$ cat src/logic/ps_cfg_pkg.sv
// Purpose: Constants and types for the passive serial config port.
// Assumes: CLOCK runs at 20 MHz; all pins arrive asynchronously.
// Notes: Cycle counts derive from the printed times and the rate.
//
// Notes on behaviour
// - Request rise starts load; status released first
// - Raise config_done on success, then initialize
// - Ignore config_clock edges once configured
// - Stopped clock pauses load, state kept
// - Detected error drives status_n low
// - Auto-restart releases status_n after timeout
// - Configured device enables next chain device
// - Shared done: all initialize together
// - Any error on shared status halts chain
// - Request fall: done, status low within 200 ns
// - Request rise: status released within 4 us
// - Status error pulse 10-40 us or 1 us
// - User mode 2-8 us or 0.6-2 us after done
// - Power-up status low at most 5 us

package ps_cfg_pkg;

    // ------------------------------------------------------------
    // Clock rate and printed times
    // ------------------------------------------------------------
    localparam int CLK_NS = 50;
    localparam int CLEAR_NS = 1000;
    localparam int STLOW_V40_US = 10;
    localparam int STLOW_V10_US = 1;
    localparam int UM_V40_US = 2;
    localparam int UM_V10_NS = 600;
    localparam logic [15:0] CLEAR_CYC = 16'((CLEAR_NS + CLK_NS - 1) / CLK_NS);
    localparam logic [15:0] STLOW_V40_CYC = 16'((STLOW_V40_US * 1000 + CLK_NS - 1) / CLK_NS);
    localparam logic [15:0] STLOW_V10_CYC = 16'((STLOW_V10_US * 1000 + CLK_NS - 1) / CLK_NS);
    localparam logic [15:0] UM_V40_CYC = 16'((UM_V40_US * 1000 + CLK_NS - 1) / CLK_NS);
    localparam logic [15:0] UM_V10_CYC = 16'((UM_V10_NS + CLK_NS - 1) / CLK_NS);
    localparam logic [15:0] INIT_V40_CLKS = 16'h0028;
    localparam logic [15:0] INIT_V10_CLKS = 16'h000A;

    // ------------------------------------------------------------
    // Bitstream layout
    // ------------------------------------------------------------
    localparam int CFG_BYTES = 16;
    localparam int IDX_W = 4;
    localparam logic [IDX_W-1:0] LAST_IDX = 4'hF;
    localparam logic [7:0] PREAMBLE = 8'hA5;
    localparam logic [2:0] LAST_BIT = 3'h7;

    // ------------------------------------------------------------
    // Synchroniser bit positions
    // ------------------------------------------------------------
    localparam int SY_W = 10;
    localparam int B_REQ = 0;
    localparam int B_CCLK = 1;
    localparam int B_DATA = 2;
    localparam int B_CE = 3;
    localparam int B_STAT = 4;
    localparam int B_DONE = 5;
    localparam int B_UCLK = 6;
    localparam int B_V40 = 7;
    localparam int B_AUTO = 8;
    localparam int B_EXT = 9;
    localparam logic [SY_W-1:0] SY_RST = 10'h000;

    // ------------------------------------------------------------
    // States
    // ------------------------------------------------------------
    typedef enum logic [6:0] {
        S_HOLD = 7'h01,
        S_CLEAR = 7'h02,
        S_LOAD = 7'h04,
        S_ERR = 7'h08,
        S_WDONE = 7'h10,
        S_START = 7'h20,
        S_USER = 7'h40
    } state_e;

    typedef struct packed {
        state_e st;
        logic [SY_W-1:0] s1;
        logic [SY_W-1:0] s2;
        logic cprev;
        logic uprev;
        logic [15:0] cnt;
        logic [7:0] sh;
        logic [2:0] bitc;
        logic [IDX_W-1:0] idx;
        logic [7:0] xsum;
        logic err_own;
        logic st_low;
        logic done_low;
        logic ceo_n;
        logic user;
        logic [7:0] rd;
    } regs_s;

endpackage

$ cat src/logic/ps_cfg_port.sv
// Purpose: Device end of a passive serial configuration port.
// Assumes: Open-drain pins resolved outside; pins are asynchronous.
// Notes: config_clock is sampled and its edges found on CLOCK.
//        Loading starts only once the freed status pin reads high.
`timescale 1ns/10ps
`default_nettype none

module ps_cfg_port
    import ps_cfg_pkg::*;
(
    input wire logic CLOCK,
    input wire logic RST_N,
    input wire logic CONFIG_REQUEST_N,
    input wire logic CONFIG_CLOCK,
    input wire logic CONFIG_DATA,
    input wire logic CHAIN_ENABLE_IN_N,
    input wire logic STATUS_N_I,
    output logic STATUS_N_O,
    output logic STATUS_N_OE,
    input wire logic CONFIG_DONE_I,
    output logic CONFIG_DONE_O,
    output logic CONFIG_DONE_OE,
    output logic CHAIN_ENABLE_OUT_N,
    input wire logic USER_STARTUP_CLOCK,
    input wire logic VARIANT_40,
    input wire logic AUTO_RESTART,
    input wire logic EXT_STARTUP,
    output logic INIT_COMPLETE,
    input wire logic [IDX_W-1:0] CFG_RD_ADDR,
    output logic [7:0] CFG_RD_DATA
);

    // ------------------------------------------------------------
    // Helpers
    // ------------------------------------------------------------

    // Pick a count by device variant
    function automatic logic [15:0] pick(input logic v40,
                                         input logic [15:0] a,
                                         input logic [15:0] b);
        pick = v40 ? a : b;
    endfunction

    // Step a counter by one
    function automatic logic [15:0] bump(input logic [15:0] c);
        bump = c + 16'h0001;
    endfunction

    // Own error pulse done and auto-restart allowed
    function automatic logic auto_restart_ok(input regs_s r, input logic big);
        auto_restart_ok = r.s2[B_AUTO]
            && (r.cnt >= pick(big, STLOW_V40_CYC, STLOW_V10_CYC) - 16'h0001);
    endfunction

    // ------------------------------------------------------------
    // State and storage
    // ------------------------------------------------------------
    // Registered state and its next value
    regs_s q;
    regs_s d;

    // Byte store and its write port
    logic [7:0] store_q [CFG_BYTES];
    logic wr_en;
    logic [7:0] wr_byte;

    // Views derived from the synchronised pins
    logic [7:0] new_byte;
    logic req_n;
    logic cclk_rise;
    logic uclk_rise;
    logic v40;

    // Synchronised views of the pins
    assign req_n = q.s2[B_REQ];
    assign v40 = q.s2[B_V40];
    assign cclk_rise = q.s2[B_CCLK] && !q.cprev;
    assign uclk_rise = q.s2[B_UCLK] && !q.uprev;
    assign new_byte = {q.s2[B_DATA], q.sh[7:1]};

    // ------------------------------------------------------------
    // Next state
    // ------------------------------------------------------------

    // Next-state logic
    always_comb
    begin
        d = q;
        wr_en = 1'b0;
        wr_byte = new_byte;
        // Two-stage synchronisers and edge history
        d.s1 = {EXT_STARTUP, AUTO_RESTART, VARIANT_40, USER_STARTUP_CLOCK,
                CONFIG_DONE_I, STATUS_N_I, CHAIN_ENABLE_IN_N, CONFIG_DATA,
                CONFIG_CLOCK, CONFIG_REQUEST_N};
        d.s2 = q.s1;
        d.cprev = q.s2[B_CCLK];
        d.uprev = q.s2[B_UCLK];
        // Read port, one cycle late
        d.rd = store_q[CFG_RD_ADDR];
        case (q.st)
            S_HOLD:
            begin
                // Request low: drive both open-drain pins low
                d.st_low = 1'b1;
                d.done_low = 1'b1;
                d.ceo_n = 1'b1;
                d.user = 1'b0;
                d.cnt = '0;
                if (req_n)
                begin
                    d.st = S_CLEAR;
                end
            end
            S_CLEAR:
            begin
                // Internal clear, status still low, then release
                d.cnt = bump(q.cnt);
                d.sh = '0;
                d.bitc = '0;
                d.idx = '0;
                d.xsum = '0;
                d.err_own = 1'b0;
                if (q.cnt >= CLEAR_CYC - 16'h0001)
                begin
                    d.st_low = 1'b0;
                end
                // Load only once the freed status is seen high;
                // the synchroniser lags the release by two cycles
                if (!q.st_low && q.s2[B_STAT])
                begin
                    d.st = S_LOAD;
                end
            end
            S_LOAD:
            begin
                if (!q.s2[B_STAT] && !q.st_low)
                begin
                    // Another chain member flagged an error
                    d.st = S_ERR;
                    d.cnt = '0;
                end
                else if (!q.s2[B_CE] && cclk_rise)
                begin
                    // Shift one bit in, LSB first; no edge means pause
                    d.sh = new_byte;
                    d.bitc = q.bitc + 3'h1;
                    if (q.bitc == LAST_BIT)
                    begin
                        // Byte complete: store it, fold into XOR
                        wr_en = 1'b1;
                        d.xsum = q.xsum ^ new_byte;
                        d.idx = q.idx + 4'h1;
                        // First byte must be the preamble
                        if (q.idx == '0 && new_byte != PREAMBLE)
                        begin
                            d.st = S_ERR;
                            d.err_own = 1'b1;
                            d.st_low = 1'b1;
                            d.cnt = '0;
                        end
                        // Last byte: running XOR must clear
                        else if (q.idx == LAST_IDX)
                        begin
                            if ((q.xsum ^ new_byte) != 8'h00)
                            begin
                                d.st = S_ERR;
                                d.err_own = 1'b1;
                                d.st_low = 1'b1;
                                d.cnt = '0;
                            end
                            else
                            begin
                                // Success: release done, hand on chain
                                d.st = S_WDONE;
                                d.done_low = 1'b0;
                                d.ceo_n = 1'b0;
                            end
                        end
                    end
                end
            end
            S_ERR:
            begin
                // Hold the error pulse its minimum width
                if (q.cnt != 16'hFFFF)
                begin
                    d.cnt = bump(q.cnt);
                end
                // Own fault: release after the pulse if allowed
                if (q.err_own)
                begin
                    if (auto_restart_ok(q, v40))
                    begin
                        d.st_low = 1'b0;
                        d.err_own = 1'b0;
                        d.cnt = '0;
                    end
                end
                else if (q.s2[B_STAT] && q.s2[B_AUTO])
                begin
                    // Shared status released: restart the load
                    d.st = S_CLEAR;
                    d.cnt = CLEAR_CYC - 16'h0001;
                end
            end
            S_WDONE:
            begin
                // Wait for every chain member on shared done
                if (q.s2[B_DONE])
                begin
                    d.st = S_START;
                    d.cnt = '0;
                end
            end
            S_START:
            begin
                // Startup delay; config_clock edges are ignored
                if (!q.s2[B_EXT] || uclk_rise)
                begin
                    d.cnt = bump(q.cnt);
                end
                // Internal timer or external startup edges
                if (q.s2[B_EXT] ? (q.cnt >= pick(v40, INIT_V40_CLKS, INIT_V10_CLKS))
                               : (q.cnt >= pick(v40, UM_V40_CYC, UM_V10_CYC)))
                begin
                    d.st = S_USER;
                    d.user = 1'b1;
                end
            end
            S_USER:
            begin
                // Configured: link clock edges have no effect
                d.user = 1'b1;
            end
            default:
            begin
                // Stray code: fall back to hold
                d.st = S_HOLD;
            end
        endcase
        // Request low overrides every state,
        // so a hold always wins over a transfer
        if (!req_n)
        begin
            d.st = S_HOLD;
            d.st_low = 1'b1;
            d.done_low = 1'b1;
        end
    end

    // ------------------------------------------------------------
    // Registers
    // ------------------------------------------------------------

    // State register
    always_ff @(posedge CLOCK)
    begin
        if (!RST_N)
        begin
            q.st <= S_HOLD;
            q.s1 <= SY_RST;
            q.s2 <= SY_RST;
            q.cprev <= 1'b0;
            q.uprev <= 1'b0;
            q.cnt <= '0;
            q.sh <= '0;
            q.bitc <= '0;
            q.idx <= '0;
            q.xsum <= '0;
            q.err_own <= 1'b0;
            // Power-up: both open-drain pins pulled low
            q.st_low <= 1'b1;
            q.done_low <= 1'b1;
            q.ceo_n <= 1'b1;
            q.user <= 1'b0;
            q.rd <= '0;
        end
        else
        begin
            q <= d;
        end
    end

    // Configuration store
    always_ff @(posedge CLOCK)
    begin
        if (wr_en)
        begin
            store_q[q.idx] <= wr_byte;
        end
    end

    // ------------------------------------------------------------
    // Pin drive
    // ------------------------------------------------------------
    // Open-drain pins: data low, enable pulls
    assign STATUS_N_O = 1'b0;
    assign STATUS_N_OE = q.st_low;
    assign CONFIG_DONE_O = 1'b0;
    assign CONFIG_DONE_OE = q.done_low;
    // Plain levels from flip-flops
    assign CHAIN_ENABLE_OUT_N = q.ceo_n;
    assign INIT_COMPLETE = q.user;
    assign CFG_RD_DATA = q.rd;

endmodule // ps_cfg_port

`default_nettype wire

$ cat config.mk
export PLATFORM = sky130hd
export DESIGN_NAME = ps_cfg_port
export DESIGN_NICKNAME = d
export VERILOG_FILES = /design/src/logic/ps_cfg_pkg.sv /design/src/logic/ps_cfg_port.sv
export SDC_FILE = /design/constraint.sdc
export NUM_CORES = 1
export LEC_CHECK = 0
export BUFFER_PORTS_ARGS = -buffer_cell sky130_fd_sc_hd__buf_2
export CORE_UTILIZATION = 36
export CTS_CLUSTER_DIAMETER = 120
export CTS_CLUSTER_SIZE = 30
export DETAILED_ROUTE_END_ITERATION = 12
export PLACE_DENSITY_LB_ADDON = 0.08
export SYNTH_ARGS = -nofsm -noshare
export SYNTH_HDL_FRONTEND = slang
export SYNTH_SLANG_ARGS = --single-unit
$ cat constraint.sdc
create_clock -name CLOCK -period 3.65 [get_ports CLOCK]
set_input_delay 0.73 -clock CLOCK [delete_from_list [all_inputs] [get_ports CLOCK]]
set_output_delay 0.73 -clock CLOCK [all_outputs]
set_load 0.01 [all_outputs]
==> results of run 1 <==
-- stage by stage --
stage	instance area [µm²]	hold slack (ns)
2_1_floorplan	9110	0.412
3_3_place_gp	9600	0.414
3_5_place_dp	9600	0.420
4_1_cts	9930	0.438
5_1_grt	9930	0.437
6_report	9930	0.447
-- placed cells by master (no fill, tap or decap), types with 12 or more instances in the layout --
| cell | count |
|---|---|
| edfxtp_1 | 128 |
| dfxtp_1 | 80 |
| and2_1 | 49 |
| mux4_2 | 40 |
| nand2_1 | 39 |
| nor2_1 | 32 |
| a21oi_1 | 30 |
| nand3_1 | 27 |
| buf_2 | 27 |
| o21ai_0 | 22 |
| buf_4 | 20 |
| ha_1 | 14 |
| a31oi_1 | 12 |
-- final timing paths --
kind / end / slack, ns / cells past startpoint
max: store_q[9][6]$_DFFE_PP_ / 0.59 / 5
min: q[61]$_SDFF_PN0_ / 0.45 / 1
max reg2reg: store_q[9][6]$_DFFE_PP_ / 0.59 / 5
min reg2reg: q[61]$_SDFF_PN0_ / 0.45 / 1
-- registers in the layout, summed over array words and instances, names as in the netlist --
| signal | cells |
|---|---|
| CFG_RD_DATA | 8 |
| CHAIN_ENABLE_OUT_N | 1 |
| CONFIG_DONE_OE | 1 |
| INIT_COMPLETE | 1 |
| STATUS_N_OE | 1 |
| d | 12 |
| new_byte | 8 |
| q | 48 |
| store_q | 128 |
-- power by group through the flow --
stage	registers (mW)	clock network (mW)	logic [mW]
after floorplan	2.54	0	0.123
after global placement	2.55	0	0.163
after detailed placement	2.55	0	0.165
after CTS	2.50	1.39	0.166
after global routing	2.50	1.47	0.177
final	2.49	1.34	0.162
-- cells in the mapped netlist, types with 3 or more instances --
library cell / number / area, µm²
a211oi_1: 10 / 75.1
a21oi_1: 30 / 150
a22oi_1: 3 / 22.5
a31o_2: 3 / 26.3
a31oi_1: 12 / 75.1
and2_1: 49 / 307
and3_1: 4 / 25.0
and4_1: 3 / 26.3
buf_2: 10 / 50.1
buf_4: 11 / 82.6
clkbuf_1: 19 / 71.3
dfxtp_1: 80 / 1600
edfxtp_1: 128 / 3840
ha_1: 14 / 175
inv_1: 11 / 41.3
mux4_2: 40 / 901
nand2_1: 39 / 146
nand2b_1: 6 / 37.5
nand3_1: 27 / 135
nand3b_1: 10 / 75.1
nand4_1: 7 / 43.8
nor2_1: 32 / 120
nor3_1: 6 / 30.0
nor3b_1: 6 / 45.0
nor4_1: 5 / 31.3
nor4b_1: 4 / 35.0
o211a_1: 4 / 40.0
o211ai_1: 5 / 37.5
o21ai_0: 22 / 110
o32ai_1: 3 / 26.3
or3_1: 4 / 25.0
xnor2_1: 9 / 78.8
xor2_1: 4 / 35.0
-- metal layers --
| metal | track usage [%] | wire, µm | part of all wire [%] | vias to the layer above |
|---|---|---|---|---|
| li1 | - | - | - | 2628 |
| met1 | 26.1 | 10500 | 49 | 2835 |
| met2 | 24.5 | 9350 | 44 | 176 |
| met3 | 2.16 | 1170 | 5.5 | 22 |
| met4 | 3.52 | 280 | 1.3 | 0 |
| met5 | 0 | 0 | 0 | - |
-- layout make-up --
cell class | count | area share, %
clock buffer | 15 | 2.92
clock inverter | 2 | 0.391
inverter | 12 | 0.454
multi-input combinational | 416 | 34.2
sequential | 208 | 54.8
tap | 324 | 4.08
timing repair buffer | 48 | 3.07
-- cells by family after synthesis --
family	count (synthesis)	share of synthesized area (%)
adders and majority gates	14	1.92
buffers and inverters	55	2.96
and+or+nand+nor	223	14.1
muxes	40	9.90
DFF	208	59.8
AOI/OAI and AO/OA	124	10.0
xor gates and xnor gates	13	1.25
other	1	0.0412
==> impl_metrics.toml, run 1 <==
[run_status]
status = "finished, final reports clean"

[power_and_ir_drop]
combPwrFrac_pct = 4.1
p_leak_nw = 3.33
power_switching_uw = 849
power_density_nw_per_um2 = 402
p_int_mw = 3.15
clkPwrFrac_pct = 33.5
power_mw = 4.00
ir_drop_mv = 0.266
pwr-share-seq_pct = 62.4
switching_share_pct = 21.2

[grt]
grtUsageTotal_pct = 16.7
grt_max_degree = 41
grt_pass1_vias = 5451
grt_antenna_before_repair = 1
grt_overflow_total = 0
grt_pass1_wl_mm = 32.8

[synth]
ys_types = 77
ys_seq_elements = 208
async_flop_share_pct = 0
synth_edf_count = 128
ys_seq_area_share_pct = 59.8
synth_cells = 678
avgSynthCellArea_um2 = 13.4
yosysWarnings = 0
syn_area_um2 = 9100
synth-main-ff-cell = "edfxtp_1"

[route]
wl_mm = 21.3
route.detailed.drc = 0
drtIter0Drc = 504
drt_first_pass_iters = 5
via_count = 5661
wire_per_inst_um = 20.8
viasPerCell = 5.52
postRouteAntennaNets = 0

[timing]
fmax_ghz = 0.327
setup_tns_ns = 0
skew_ns = 0.0419
min_period_ns = 3.06
rsz0062_at_grt = "no"
fin_crit_sh_pct = 83.9
slew_headroom_pct = 43.0
drv_slew = 0
fin_ws_ns = 0.587
finalSetupViolations = 0
hold_viol = 0
worstMarginPinSlew_ns = 0.855

[finish]
stdcell_count = 1025
syn2layout_area_growth_pct = 9.07
nNetsFinal = 727
multi_input_area_um2 = 3400
fillCellCount = 2283
drive_gt1_share_pct = 18.4
finalCoreUtilization_pct = 40.5
seqCellArea_um2 = 5450
diodes = 0

[clock_tree]
cts_root_buf = "clkbuf_16"
cts_buffers = 11
clock_latency_ns = 0.47
cts_tree = "built"
cts.path.max_buffers = 3
holdBufCountCts = 0
cts.sinks = 208
clk_pin_slew_ns = 0.11
cts_max_level = 1
ctsResizeCount = 0
post-cts-setup-buffers = 0

[worst_setup_path]
cp_top_family = "simple AND/OR/NAND/NOR gates"
critPathRequiredTime_ns = 3.76
crit_path_start_kind = "flip-flop"
startpoint = "q[80]$_SDFFE_PN0P_"
r2r-start = "q[80]$_SDFFE_PN0P_"
criticalPathCategory = "flip-flop to flip-flop"
path_cells = "nor3_2, nand4b_1, nand2b_1, nor3b_1, and2_1"
crit_path_end_kind = "flip-flop"
crit_arrival_ns = 3.17
path_buf_inv = 0
crit_path_max_fanout = 15
slowest_delay_ns = 0.58
critPathSlowestCell = "nand2b_1"

[die]
die_area_um2 = 25900
dieWidth_um = 161
core_area_um2 = 24500
die_y_um = 161
start_util_pct = 37.1
io_pins = 30
rows = 57

[place]
dp_slack_ns = 0.670
place.gp.congestion = 0.810
dp_cells = 1008
portBuffers = 27
dp_hpwl_mm = 14.3

[flow_run]
max_cap_viol_count = 0

[worst_hold_path]
min_path_type = "flip-flop to flip-flop"
hold_start = "d[61]$_SDFF_PN0_"
No activity file was read; power rests on OpenSTA's default activity.
==> run 2, diff against run 1 <==
==> constraint.sdc (replaced) <==
create_clock -name CLOCK -period 2.65 [get_ports CLOCK]
set_input_delay 0.53 -clock CLOCK [delete_from_list [all_inputs] [get_ports CLOCK]]
set_output_delay 0.53 -clock CLOCK [all_outputs]
set_load 0.01 [all_outputs]
==> impl_metrics.toml, run 2 (same netlist as run 1, synthesis figures left out) <==
[run_status]
status = "finished, final reports clean"

[grt]
grtUsageTotal_pct = 17.3
grt_pass1_wl_mm = 34.4
grt_overflow_total = 0
grt_pass1_vias = 5736
grt_antenna_before_repair = 0
grt_max_degree = 45

[clock_tree]
cts_tree = "built"
holdBufCountCts = 0
cts_root_buf = "clkbuf_16"
clk_pin_slew_ns = 0.12
cts_buffers = 10
cts_max_level = 1
clock_latency_ns = 0.47
cts.path.max_buffers = 3
cts.sinks = 208

[route]
postRouteAntennaNets = 0
routed.top_layer = "met4"
wl_mm = 21.9
via_count = 5733
route.met3.wl_mm = 1.08
viasPerCell = 5.42
route.detailed.drc = 0
met2WireLength_mm = 9.28
drt_first_pass_iters = 5
wire_per_inst_um = 20.7
wl_met1_mm = 11.3
drtIter0Drc = 440

[timing]
fin_crit_sh_pct = 92.9
finalSetupViolations = 0
setup_tns_ns = 0
drv_slew = 0
holdWs_ns = 0.267
min_period_ns = 2.46
rsz0062_at_grt = "no"
worstMarginPinSlew_ns = 0.677
skew_ns = 0.0238
slew_headroom_pct = 54.6
hold_viol = 0
fmax_ghz = 0.406

[worst_setup_path]
slowest_delay_ns = 0.54
cp.depth = 5
crit_path_end_kind = "flip-flop"
critPathSlowestCell = "or4b_4"
cp_top_family = "simple AND/OR/NAND/NOR gates"
critPathRequiredTime_ns = 3.03
crit_path_start_kind = "flip-flop"
rr_worst_depth = 5
path_buf_inv = 0
crit_arrival_ns = 2.84
path_cells = "or4b_4, or3_1, nor3_2, o21ai_0, a211oi_1"
criticalPathCategory = "flip-flop to flip-flop"
crit_path_max_fanout = 7

[finish]
syn2layout_area_growth_pct = 11.9
final_common_cell = "edfxtp_1"
nNetsFinal = 760
drive_gt1_share_pct = 23.2
final_cell_mix = "edfxtp_1, dfxtp_1, buf_4"
diodes = 0
largest_register_ff_count = 128
regMostFlops = "store_q"

[worst_hold_path]
holdPathStages = 2
min_path_type = "input port to flip-flop"

[die]
rows = 57
io_pins = 30
dieWidth_um = 161
start_util_pct = 37.1
core_area_um2 = 24500
die_y_um = 161
die_area_um2 = 25900

[flow_run]
max_cap_viol_count = 0

[place]
dp_hpwl_mm = 15.1
place.gp.congestion = 0.833
portBuffers = 27

[power_and_ir_drop]
power_density_nw_per_um2 = 533
ir_drop_mv = 0.413
p_leak_nw = 3.50
==> run 2: path summary, 6_finish.rpt <==
| check | startpoint | end | slack, ns |
|---|---|---|---|
| setup / recovery | q[77]$_SDFFE_PN0P_ | q[51]$_SDFFE_PN0P_ | 0.19 |
| hold / removal | AUTO_RESTART | d[62]$_SDFF_PN0_ | 0.27 |
| setup reg to reg | q[77]$_SDFFE_PN0P_ | q[51]$_SDFFE_PN0P_ | 0.19 |
| hold reg to reg | d[60]$_SDFF_PN0_ | d[52]$_SDFF_PN0_ | 0.44 |
==> run 2: repair_timing <==
action | CTS | global route
setup endpoints to repair | 0 | 64
setup buffers | 0 | 0
resized for setup | 0 | 8
==> run 2: per-layer routing <==
| metal | global-route usage [%] | up-vias |
|---|---|---|
| met4 | 3.22 | 0 |
| met3 | 2.31 | 22 |
| met1 | 27.5 | 2884 |
| met2 | 25.1 | 143 |
| li1 | - | 2684 |
| met5 | 0 | - |
==> run 2: area by class of cell <==
class / instances / area (µm²)
clock buffer: 15 / 290
multi-input combinational: 416 / 3420
sequential: 208 / 5450
timing repair buffer: 82 / 573
tap: 324 / 405
fill: 2303 / 14300
inverter: 12 / 45.0
clock inverter: 1 / 3.75
==> run 2: through the flow <==
| stage | worst slack, ns | utilization, % | power (mW) | std cells | cell area, µm² |
|---|---|---|---|---|---|
| 2_1_floorplan | 0.173 | - | 3.67 | 679 | 9120 |
| 5_1_grt | 0.00848 | 41.5 | 5.63 | 1058 | 10200 |
| 3_3_place_gp | 0.156 | 40.2 | 3.75 | 1042 | 9870 |
| 3_5_place_dp | 0.137 | 40.2 | 3.75 | 1042 | 9870 |
| 6_report | 0.188 | 41.5 | 5.42 | 1058 | 10200 |
| 4_1_cts | 0.0927 | 41.4 | 5.50 | 1058 | 10200 |
==> run 2: where the power goes <==
group          switching, mW  internal, mW  leakage, nW
Combinational          0.124         0.114         1.50
Sequential            0.0146          3.42         1.86
Clock                  0.978         0.774        0.142
Total                   1.12          4.31         3.50
==> run 3, diff against run 2 <==
--- a/config.mk
+++ b/config.mk
@@ -5,11 +5,12 @@
 export SDC_FILE = /design/constraint.sdc
 export NUM_CORES = 1
 export LEC_CHECK = 0
-export BUFFER_PORTS_ARGS = -buffer_cell sky130_fd_sc_hd__buf_2
+export CORE_ASPECT_RATIO = 0.9
 export CORE_UTILIZATION = 36
 export CTS_CLUSTER_DIAMETER = 120
 export CTS_CLUSTER_SIZE = 30
 export DETAILED_ROUTE_END_ITERATION = 12
+export DONT_BUFFER_PORTS = 1
 export PLACE_DENSITY_LB_ADDON = 0.08
 export SYNTH_ARGS = -nofsm -noshare
 export SYNTH_HDL_FRONTEND = slang
==> impl_metrics.toml, run 3 (same netlist as run 1, synthesis figures left out) <==
[run_status]
status = "finished, final reports clean"

[place]
dp_cells = 1017
portBuffers = 0
place.gp.congestion = 0.850
dp_hpwl_mm = 14.6

[worst_setup_path]
rr_worst_depth = 5
r2r-start = "q[77]$_SDFFE_PN0P_"
crit_path_start_kind = "flip-flop"
reg2reg_to = "q[49]$_SDFFE_PN0P_"
critPathRequiredTime_ns = 3.03
crit_path_end_kind = "flip-flop"
r2r_slack_ns = 0.18
crit_path_max_fanout = 7
crit_arrival_ns = 2.85
criticalPathCategory = "flip-flop to flip-flop"

[die]
die_y_um = 153
rows = 54
core_area_um2 = 24500
die_area_um2 = 25900
dieWidth_um = 170
io_pins = 30
start_util_pct = 37.1

[timing]
skew_ns = 0.0278
hold_viol = 0
slew_headroom_pct = 60.3
setup_tns_ns = 0
min_period_ns = 2.47
finalSetupViolations = 0
worstMarginPinSlew_ns = 0.587
rsz0062_at_grt = "no"
holdWs_ns = 0.179
drv_slew = 0
fin_crit_sh_pct = 93.4
fmax_ghz = 0.404

[clock_tree]
cts.path.max_buffers = 3
clock_latency_ns = 0.48
cts_root_buf = "clkbuf_16"
ctsResizeCount = 0
cts_max_level = 1
cts_tree = "built"
holdBufCountCts = 0
clk_pin_slew_ns = 0.12
post-cts-setup-buffers = 0
cts_buffers = 10
cts.sinks = 208

[worst_hold_path]
hold_end = "d[61]$_SDFF_PN0_"
min_path_type = "input port to flip-flop"
hold_start = "VARIANT_40"
holdPathStages = 1

[finish]
finalCoreUtilization_pct = 40.6
drive_gt1_share_pct = 19.2
final_common_cell = "edfxtp_1"
final_cell_mix = "edfxtp_1, dfxtp_1, buf_4"
stdcell_count = 1033
regMostFlops = "store_q"
syn2layout_area_growth_pct = 9.48
nNetsFinal = 723
largest_register_ff_count = 128
diodes = 0

[grt]
grt_antenna_before_repair = 0
grt_use_met2_pct = 24.8
grt_pass1_vias = 5595
grt_max_degree = 46
grt_overflow_total = 0
grtUsageTotal_pct = 17.1
grt_use_met1_pct = 27.4
use_met3_pct = 1.99
grt_pass1_wl_mm = 34.0
top_usage_layer = "met1"

[flow_run]
max_cap_viol_count = 0

[route]
route.detailed.drc = 0
drtIter0Drc = 435
wl_mm = 21.6
postRouteAntennaNets = 0
wire_per_inst_um = 20.9
via_count = 5560
viasPerCell = 5.38
drt_first_pass_iters = 5

[power_and_ir_drop]
combPwrFrac_pct = 3.0
switching_share_pct = 19.8
clkPwrFrac_pct = 33.1
p_leak_nw = 3.34
power_switching_mw = 1.07
ir_drop_mv = 0.364
p_int_mw = 4.32
pwr-share-seq_pct = 63.9
power_density_nw_per_um2 = 540
-- run 3: power by group through the flow --
| stage | Clock, mW | Sequential [mW] | Combinational (mW) |
|---|---|---|---|
| 2_1_floorplan | 0 | 3.50 | 0.170 |
| 3_3_place_gp | 0 | 3.51 | 0.161 |
| 3_5_place_dp | 0 | 3.51 | 0.163 |
| 4_1_cts | 1.86 | 3.44 | 0.164 |
| 5_1_grt | 1.96 | 3.44 | 0.176 |
| 6_report | 1.78 | 3.44 | 0.162 |
-- run 3: worst max path at each step --
stage | slack [ns] | end | cells after the start | start
3_3_place_gp | 0.19 | store_q[7][5]$_DFFE_PP_ | 7 | q[25]$_SDFFE_PN0P_
4_1_cts | 0.12 | store_q[7][2]$_DFFE_PP_ | 7 | q[25]$_SDFFE_PN0P_
2_1_floorplan | 0.17 | store_q[2][0]$_DFFE_PP_ | 6 | q[78]$_SDFFE_PN0P_
5_1_grt | 0.01 | q[49]$_SDFFE_PN0P_ | 8 | q[61]$_SDFF_PN0_
6_report | 0.18 | q[49]$_SDFFE_PN0P_ | 5 | q[77]$_SDFFE_PN0P_
3_5_place_dp | 0.16 | store_q[7][5]$_DFFE_PP_ | 7 | q[25]$_SDFFE_PN0P_
-- run 3: area by class of cell --
cell class / instances / area (µm²)
sequential: 208 / 5450
tap: 336 / 420
fill: 2289 / 14600
timing repair buffer: 45 / 338
multi-input combinational: 416 / 3410
inverter: 12 / 45.0
clock buffer: 16 / 304
-- run 3: worst max-delay path, stage by stage, from the launching register on --
cell      delay [ns]
dfxtp_1         0.48
or4b_4          0.53
or3_1           0.46
nor3_2          0.44
o21ai_0         0.19
a211oi_1        0.27
-- run 3: layer usage --
layer,share of wire [%],up-vias,wire [µm]
li1,-,2611,-
met1,53,2840,11400
met2,43,99,9360
met3,2.8,10,609
met4,0.84,0,182
met5,0,-,0
-- run 3: stage by stage --
step | power (mW) | setup WS [ns] | area (µm²)
after floorplan | 3.67 | 0.173 | 9120
after global placement | 3.67 | 0.187 | 9650
after detailed placement | 3.68 | 0.156 | 9650
after CTS | 5.47 | 0.117 | 9960
after global routing | 5.58 | 0.00985 | 9970
final | 5.39 | 0.175 | 9970
